### config.mk
export PLATFORM = sky130hd
export DESIGN_NAME = fsas_dev_flat
export DESIGN_NICKNAME = d
export VERILOG_FILES = /design/src/design/fsas_pkg.sv /design/src/design/fsas_link_if.sv /design/src/design/fsas_dev.sv /design/src/flat_wrapper.sv
export SDC_FILE = /design/constraint.sdc
export NUM_CORES = 1
export LEC_CHECK = 0
export BUFFER_PORTS_ARGS = -buffer_cell sky130_fd_sc_hd__buf_2
export CORE_MARGIN = 4
export CORE_UTILIZATION = 50
export DETAILED_ROUTE_END_ITERATION = 7
export GPL_TIMING_DRIVEN = 0
export PLACE_DENSITY = 0.67
export SLEW_MARGIN = 25
export SYNTH_ARGS = -nofsm -noshare
export SYNTH_HDL_FRONTEND = slang
export SYNTH_SLANG_ARGS = --single-unit
### constraint.sdc
create_clock -name clk_i -period 2.25 [get_ports clk_i]
set_input_delay 0.225 -clock clk_i [delete_from_list [all_inputs] [get_ports clk_i]]
set_output_delay 0.225 -clock clk_i [all_outputs]
set_load 0.01 [all_outputs]
### src/design/fsas_pkg.sv
package fsas_pkg;

  //////////////////////////////////////////////////////////////////////////
  // Frame layout
  localparam int          WORD_BITS      = 16;
  localparam logic [5:0]  FRAME_BITS     = 6'h20;
  localparam logic [5:0]  X_MSB_CLK      = 6'h01;
  localparam logic [5:0]  Y_MSB_CLK      = 6'h11;
  localparam logic [5:0]  FS_HIGH_BY_CLK = 6'h20;

  //////////////////////////////////////////////////////////////////////////
  // Timing
  localparam int CLK_PERIOD_NS   = 20;
  localparam int CONV_TIME_NS    = 5750;
  localparam int SAMPLE_RATE_KHZ = 100;
  localparam int MIN_SCLK_KHZ    = 8300;
  // Longest time, rounded down
  localparam int CONV_CYCLES     = CONV_TIME_NS / CLK_PERIOD_NS;
  // Conversion time rounded up, plus one cycle
  localparam int HOLD_CYCLES     =
    (CONV_TIME_NS + CLK_PERIOD_NS - 1) / CLK_PERIOD_NS + 1;
  localparam int SAMPLE_CYCLES   =
    1000000 / (SAMPLE_RATE_KHZ * CLK_PERIOD_NS);
  // Longest serial clock period, rounded down
  localparam int SCLK_CYCLES     =
    1000000 / (MIN_SCLK_KHZ * CLK_PERIOD_NS);
  localparam int SCLK_HALF       = SCLK_CYCLES / 2;

  localparam logic [9:0] CONV_LAST   = 10'(CONV_CYCLES - 1);
  localparam logic [9:0] HOLD_MIN    = 10'(HOLD_CYCLES);
  localparam logic [9:0] SAMPLE_LAST = 10'(SAMPLE_CYCLES - 1);
  localparam logic [1:0] HALF_LAST   = 2'(SCLK_HALF - 1);

  //////////////////////////////////////////////////////////////////////////
  // Reset and idle levels
  localparam logic FS_IDLE   = 1'h1;
  localparam logic SCLK_IDLE = 1'h0;

  //////////////////////////////////////////////////////////////////////////
  // State machines
  typedef enum logic [1:0] {
    DEV_IDLE  = 2'h1,
    DEV_FRAME = 2'h2
  } fsas_dev_st_e;

  typedef enum logic [3:0] {
    CTL_IDLE  = 4'h1,
    CTL_SHIFT = 4'h2,
    CTL_TAIL  = 4'h4,
    CTL_SPARE = 4'h8
  } fsas_ctl_st_e;

  //////////////////////////////////////////////////////////////////////////
  // Edge detection on synchronised levels
  function automatic logic fsas_rise(input logic cur, input logic prev);
    return cur & ~prev;
  endfunction : fsas_rise

  function automatic logic fsas_fall(input logic cur, input logic prev);
    return ~cur & prev;
  endfunction : fsas_fall

endpackage : fsas_pkg

### src/design/fsas_link_if.sv
`timescale 1ns/1ps
interface fsas_link_if;
  logic sclk;      // Serial clock, from controller
  logic fsync;     // Frame sync, from controller
  logic cmd_data;  // Command bits, to device
  logic pos_data;  // Position bits, to controller

  // Servo side
  modport dev_mp (
    input  sclk,
    input  fsync,
    input  cmd_data,
    output pos_data
  );

  // Scan controller side
  modport ctl_mp (
    output sclk,
    output fsync,
    output cmd_data,
    input  pos_data
  );
endinterface : fsas_link_if

### src/design/fsas_dev.sv
`timescale 1ns/1ps
module fsas_dev (
  // Clock and reset
  input  wire logic        clk_i,
  input  wire logic        rst_b_i,
  // Serial link
  fsas_link_if.dev_mp      link,
  // Configuration
  input  wire logic        sync_en_i,
  // Converter results
  input  wire logic [15:0] adc_x_i,
  input  wire logic [15:0] adc_y_i,
  // Conversion status
  output logic             conv_start_o,
  output logic             sample_done_o,
  output logic             conv_busy_o,
  // Received command
  output logic [15:0]      cmd_x_o,
  output logic [15:0]      cmd_y_o,
  output logic             cmd_valid_o,
  output logic             fs_err_o
);

  //////////////////////////////////////////////////////////////////////////
  // State
  typedef struct packed {
    logic                  sclk_s1;
    logic                  sclk_s2;
    logic                  sclk_s3;
    logic                  fs_s1;
    logic                  fs_s2;
    logic                  fs_s3;
    logic                  dat_s1;
    logic                  dat_s2;
    fsas_pkg::fsas_dev_st_e st;
    logic [5:0]            bit_cnt;
    logic [31:0]           rx_sh;
    logic [31:0]           tx_sh;
    logic                  pos_data;
    logic                  conv_busy;
    logic [9:0]            conv_cnt;
    logic [9:0]            tmr_cnt;
    logic                  conv_start;
    logic                  sample_done;
    logic [15:0]           pos_x;
    logic [15:0]           pos_y;
    logic [15:0]           cmd_x;
    logic [15:0]           cmd_y;
    logic                  cmd_valid;
    logic                  fs_err;
  } fsas_dev_s;

  localparam fsas_dev_s DEV_RST = '{
    sclk_s1:     fsas_pkg::SCLK_IDLE,
    sclk_s2:     fsas_pkg::SCLK_IDLE,
    sclk_s3:     fsas_pkg::SCLK_IDLE,
    fs_s1:       fsas_pkg::FS_IDLE,
    fs_s2:       fsas_pkg::FS_IDLE,
    fs_s3:       fsas_pkg::FS_IDLE,
    dat_s1:      1'h0,
    dat_s2:      1'h0,
    st:          fsas_pkg::DEV_IDLE,
    bit_cnt:     6'h00,
    rx_sh:       32'h0000_0000,
    tx_sh:       32'h0000_0000,
    pos_data:    1'h0,
    conv_busy:   1'h0,
    conv_cnt:    10'h000,
    tmr_cnt:     10'h000,
    conv_start:  1'h0,
    sample_done: 1'h0,
    pos_x:       16'h0000,
    pos_y:       16'h0000,
    cmd_x:       16'h0000,
    cmd_y:       16'h0000,
    cmd_valid:   1'h0,
    fs_err:      1'h0
  };

  fsas_dev_s r_reg;
  fsas_dev_s r_next;

  logic sclk_rise;
  logic sclk_fall;
  logic fs_rise;
  logic fs_fall;
  logic trig;

  //////////////////////////////////////////////////////////////////////////
  // Edges seen on the second and third stages
  assign sclk_rise = fsas_pkg::fsas_rise(r_reg.sclk_s2, r_reg.sclk_s3);
  assign sclk_fall = fsas_pkg::fsas_fall(r_reg.sclk_s2, r_reg.sclk_s3);
  assign fs_rise   = fsas_pkg::fsas_rise(r_reg.fs_s2, r_reg.fs_s3);
  assign fs_fall   = fsas_pkg::fsas_fall(r_reg.fs_s2, r_reg.fs_s3);

  // Conversion trigger source
  assign trig = sync_en_i ? fs_rise
                          : (r_reg.tmr_cnt == fsas_pkg::SAMPLE_LAST);

  //////////////////////////////////////////////////////////////////////////
  // Next-state logic
  always_comb begin
    r_next = r_reg;

    // Pin synchronisers
    r_next.sclk_s1 = link.sclk;
    r_next.sclk_s2 = r_reg.sclk_s1;
    r_next.sclk_s3 = r_reg.sclk_s2;
    r_next.fs_s1   = link.fsync;
    r_next.fs_s2   = r_reg.fs_s1;
    r_next.fs_s3   = r_reg.fs_s2;
    r_next.dat_s1  = link.cmd_data;
    r_next.dat_s2  = r_reg.dat_s1;

    // One-cycle pulses default low
    r_next.conv_start  = 1'h0;
    r_next.sample_done = 1'h0;
    r_next.cmd_valid   = 1'h0;
    r_next.fs_err      = 1'h0;

    // Internal sample-rate timer, halted in sync mode
    if (sync_en_i) begin
      r_next.tmr_cnt = 10'h000;
    end else if (r_reg.tmr_cnt == fsas_pkg::SAMPLE_LAST) begin
      r_next.tmr_cnt = 10'h000;
    end else begin
      r_next.tmr_cnt = r_reg.tmr_cnt + 10'h001;
    end

    // Conversion: start, count, capture converter results
    if (r_reg.conv_busy) begin
      if (r_reg.conv_cnt == fsas_pkg::CONV_LAST) begin
        r_next.conv_busy   = 1'h0;
        r_next.sample_done = 1'h1;
        r_next.pos_x       = adc_x_i;
        r_next.pos_y       = adc_y_i;
      end else begin
        r_next.conv_cnt = r_reg.conv_cnt + 10'h001;
      end
    end else if (trig) begin
      r_next.conv_busy  = 1'h1;
      r_next.conv_start = 1'h1;
      r_next.conv_cnt   = 10'h000;
    end

    // Serial frame
    case (r_reg.st)
      fsas_pkg::DEV_IDLE: begin
        if (fs_fall) begin
          // Latest finished sample goes out
          r_next.st       = fsas_pkg::DEV_FRAME;
          r_next.bit_cnt  = 6'h00;
          r_next.tx_sh    = {r_reg.pos_x, r_reg.pos_y};
          r_next.pos_data = r_reg.pos_x[fsas_pkg::WORD_BITS-1];
        end
      end
      fsas_pkg::DEV_FRAME: begin
        if (sclk_fall) begin
          // Command bit taken on falling clock
          r_next.rx_sh   = {r_reg.rx_sh[30:0], r_reg.dat_s2};
          r_next.bit_cnt = r_reg.bit_cnt + 6'h01;
          if (r_reg.bit_cnt == fsas_pkg::FRAME_BITS - 6'h01) begin
            r_next.st        = fsas_pkg::DEV_IDLE;
            r_next.cmd_x     = r_reg.rx_sh[30:15];
            r_next.cmd_y     = {r_reg.rx_sh[14:0], r_reg.dat_s2};
            r_next.cmd_valid = 1'h1;
            // Sync must be high again at the last clock
            r_next.fs_err    = ~r_reg.fs_s2;
          end
        end else if (sclk_rise && (r_reg.bit_cnt != 6'h00)) begin
          // Return bit moves on the rising clock
          r_next.tx_sh    = {r_reg.tx_sh[30:0], 1'h0};
          r_next.pos_data = r_reg.tx_sh[30];
        end
      end
      default: begin
        r_next.st = fsas_pkg::DEV_IDLE;
      end
    endcase
  end

  //////////////////////////////////////////////////////////////////////////
  // State register
  always_ff @(posedge clk_i or negedge rst_b_i) begin
    if (!rst_b_i) begin
      r_reg <= DEV_RST;
    end else begin
      r_reg <= r_next;
    end
  end

  //////////////////////////////////////////////////////////////////////////
  // Outputs
  assign link.pos_data  = r_reg.pos_data;
  assign conv_start_o   = r_reg.conv_start;
  assign sample_done_o  = r_reg.sample_done;
  assign conv_busy_o    = r_reg.conv_busy;
  assign cmd_x_o        = r_reg.cmd_x;
  assign cmd_y_o        = r_reg.cmd_y;
  assign cmd_valid_o    = r_reg.cmd_valid;
  assign fs_err_o       = r_reg.fs_err;

endmodule : fsas_dev

### src/flat_wrapper.sv
// flat-port wrapper written by rule: the top's interface ports become plain ports
module fsas_dev_flat 
  (clk_i, rst_b_i, sync_en_i, adc_x_i, adc_y_i, conv_start_o, sample_done_o, conv_busy_o, cmd_x_o, cmd_y_o, cmd_valid_o, fs_err_o, link_sclk, link_fsync, link_cmd_data, link_pos_data);
  fsas_link_if link_i ();
  input  wire logic clk_i;
  input  wire logic rst_b_i;
  input  wire logic sync_en_i;
  input  wire logic [15:0] adc_x_i;
  input  wire logic [15:0] adc_y_i;
  output logic conv_start_o;
  output logic sample_done_o;
  output logic conv_busy_o;
  output logic [15:0] cmd_x_o;
  output logic [15:0] cmd_y_o;
  output logic cmd_valid_o;
  output logic fs_err_o;
  input wire logic [$bits(link_i.sclk)-1:0] link_sclk;
  input wire logic [$bits(link_i.fsync)-1:0] link_fsync;
  input wire logic [$bits(link_i.cmd_data)-1:0] link_cmd_data;
  output wire logic [$bits(link_i.pos_data)-1:0] link_pos_data;
  assign link_i.sclk = link_sclk;
  assign link_i.fsync = link_fsync;
  assign link_i.cmd_data = link_cmd_data;
  assign link_pos_data = link_i.pos_data;
  fsas_dev u_core (.clk_i(clk_i), .rst_b_i(rst_b_i), .link(link_i), .sync_en_i(sync_en_i), .adc_x_i(adc_x_i), .adc_y_i(adc_y_i), .conv_start_o(conv_start_o), .sample_done_o(sample_done_o), .conv_busy_o(conv_busy_o), .cmd_x_o(cmd_x_o), .cmd_y_o(cmd_y_o), .cmd_valid_o(cmd_valid_o), .fs_err_o(fs_err_o));
endmodule
==> out/qor.txt <==
Net Sw Frac = 26.2%
Sequential Power Share = 43.6%
Setup ws final = 0.147 ns
RSZ-0062 raised after global routing = no
GRT overflow = 0
Post-synth EDFFs = 0
Layout cells sized above 1 = 46.1%
Antenna violations before repair = 0
Die area = 16600 um^2
Detailed Place HPWL = 8220 um
Layout Skew = 0.00433 ns
H-tree depth = 4
Core area = 14100 um^2
DR iter-0 viols = 196
Static Leakage = 0.00454 uW
Vias in the first global route = 4493
Worst Path Arrival = 2.40 ns
Max-Cap Viols = 0
YS warnings = 0
Yosys top cell by area = dfrtp_1
Place WS = 0.00639 ns
Post-CTS Setup Bufs = 0
Net Sw Power = 2470 uW
Power Density = 1090 nW/um^2
Slew @ Worst Pin = 0.652 ns
Top cells by instance count after synthesis = dfrtp_1, mux2_2, buf_4, mux2_1, nor2_1
DR vias/cell = 5.17
Final setup fails = 0
Total Power Consumption = 9440 uW
Count leader, synth = dfrtp_1
ANT nets after route = 0
Initial Utilization = 51.9%
Tcrit/Tclk final = 93.4%
Site row count = 43
CTS clk-pin slew, worst paths = 0.06 ns
Status = finished clean
Flops & latches, synth = 168
Worst hold path type = input pin to register
Seq/Total Area, Yosys = 57.6%
CTS root buf = clkbuf_16
P_int = 6970 uW
Clock buffer depth = 2
Avg WL per Cell = 14.9 um
Clock power share = 33.7%
Slew Limit Fails = 0
Asr flop ratio synth = 100%
Minimum clock period = 2.10 ns
Die Height = 129 um
Die boundary width = 129 um
Critical path type = register to register
First-pass GRT wire length = 21200 um
Num CTS Buffers = 17
Fmax = 476 MHz
Largest register FFs = 125
Main synth FF type = dfrtp_1
Logic gate share of total power = 22.7%
1st-pass router iterations = 4
Pin count of the biggest net entering global routing = 86
Cells after Synth = 524
Area growth syn-to-layout = 18.3%
Syn Area/Cell = 14.0 um^2
Vias = 4215
Detailed-route DRC error count = 0
Synth unique cells = 48
Synth top area cells = dfrtp_1, mux2_2, mux2_1
Peak supply drop = 787 uV
Top-Level Pins = 76
Final Hold Viols = 0
Routability cong. = 0.821
Port Buf Inserts = 75
Setup crit end kind = register
Antenna diodes = 0
Worst Path Max Fanout = 10
Synth Cell Area = 7310 um^2
CP startpoint kind = register
CTS Sinks = 168
Final Util = 61.3%
CP required = 2.55 ns
Worst skew pair latency = 0.42 ns
Syn Nets = 570
Post-synth top area share = 56.1%
Final instance area = 8650 um^2
Max_slew headroom = 56.6%
Post-Route WL = 12100 um
CTS tree = built
GRT Total Usage = 16.0%
DP Area = 7950 um^2
Nets = 669
placed cells by master, fill, tap and decap left out, types with 5 or more instances in the layout:
cell type / Yosys / routed
dfrtp_1: 164 / 164
mux2_2: 129 / 129
buf_2: 4 / 78
buf_4: 37 / 37
mux2_1: 29 / 29
nor2_1: 17 / 17
clkbuf_16: 0 / 17
nand2_1: 15 / 15
nand3_1: 12 / 12
inv_1: 11 / 11
and3_1: 8 / 8
ha_1: 8 / 8
o21ai_0: 7 / 7
xor2_1: 6 / 6
buf_6: 6 / 6
clkbuf_1: 5 / 5
nand4_1: 5 / 5
a21oi_1: 5 / 5
bufinv_16: 0 / 5
per-layer routing:
layer	part of all wire, %	GRT usage [%]
met1	45	20.3
met2	48	25.9
met3	4.4	4.23
met4	2.3	7.29
met5	0	0
area by class of cell:
cell class                      instances  area (um^2)
Fill cell                            1122         5450
Sequential cell                       168         4210
Multi-Input combinational cell        292         2670
Clock buffer                           21          460
Timing Repair Buffer                   80          453
Buffer                                 53          392
Tap cell                              180          225
Clock inverter                         11          193
Inverter                               11         41.3
critical path: stages (launching register included):
cell	delay, ns
dfstp_2	0.55
inv_1	0.06
ha_1	0.32
a21o_1	0.27
a21oi_4	0.25
buf_6	0.19
mux2_2	0.35
stage by stage:
| step | instances | hold slack [ns] | TNS [ns] |
|---|---|---|---|
| floorplan | 524 | -0.0706 | 0 |
| global placement | 779 | 0.331 | -259.40 |
| detailed placement | 780 | 0.273 | 0 |
| CTS | 816 | 0.000511 | 0 |
| global route | 816 | 0.00505 | 0 |
| finish | 816 | 0.0199 | 0 |
final timing paths:
kind / startpoint / to / slack (ns) / cells past startpoint
max reg2reg: u_core.r_reg[160]$_DFFE_PN1P_ / u_core.r_reg[104]$_DFFE_PN0P_ / 0.15 / 6
min in group asynchronous: rst_b_i / u_core.r_reg[75]$_DFF_PN0_ / 0.39 / 2
min reg2reg: u_core.r_next[162]$_DFF_PN0_ / u_core.r_reg[162]$_DFF_PN0_ / 0.36 / 0
max in group asynchronous: rst_b_i / u_core.r_reg[160]$_DFFE_PN1P_ / 1.03 / 3
min: adc_y_i[0] / u_core.r_reg[34]$_DFFE_PN0P_ / 0.02 / 2
max: u_core.r_reg[160]$_DFFE_PN1P_ / u_core.r_reg[104]$_DFFE_PN0P_ / 0.15 / 6
repair_timing:
action | CTS | global route
setup endpoints to repair | 1 | 16
hold buffers | 4 | 0
resized for setup | 1 | 3
hold endpoints to repair | 84 | 0
cells by family (layout without fill, tap and decap cells):
group	after synthesis	count (layout)	synth area share, %
AOI/OAI and AO/OA	30	30	2.98
xor gates and xnor gates	10	10	1.20
adders and majority gates	8	8	1.37
buffers and inverters	64	176	5.87
DFF	168	168	57.6
muxes	160	160	24.6
and+or+nand+nor	84	84	6.42
power groups by stage:
stage / Clock (uW) / Sequential [uW] / Combinational [uW]
2_1_floorplan: 0 / 4030 / 1760
4_1_cts: 3250 / 4120 / 2190
5_1_grt: 3400 / 4210 / 2390
3_3_place_gp: 0 / 4130 / 2080
6_report: 3180 / 4110 / 2140
3_5_place_dp: 0 / 4170 / 2170
No activity file was read; power rests on OpenSTA's default activity.
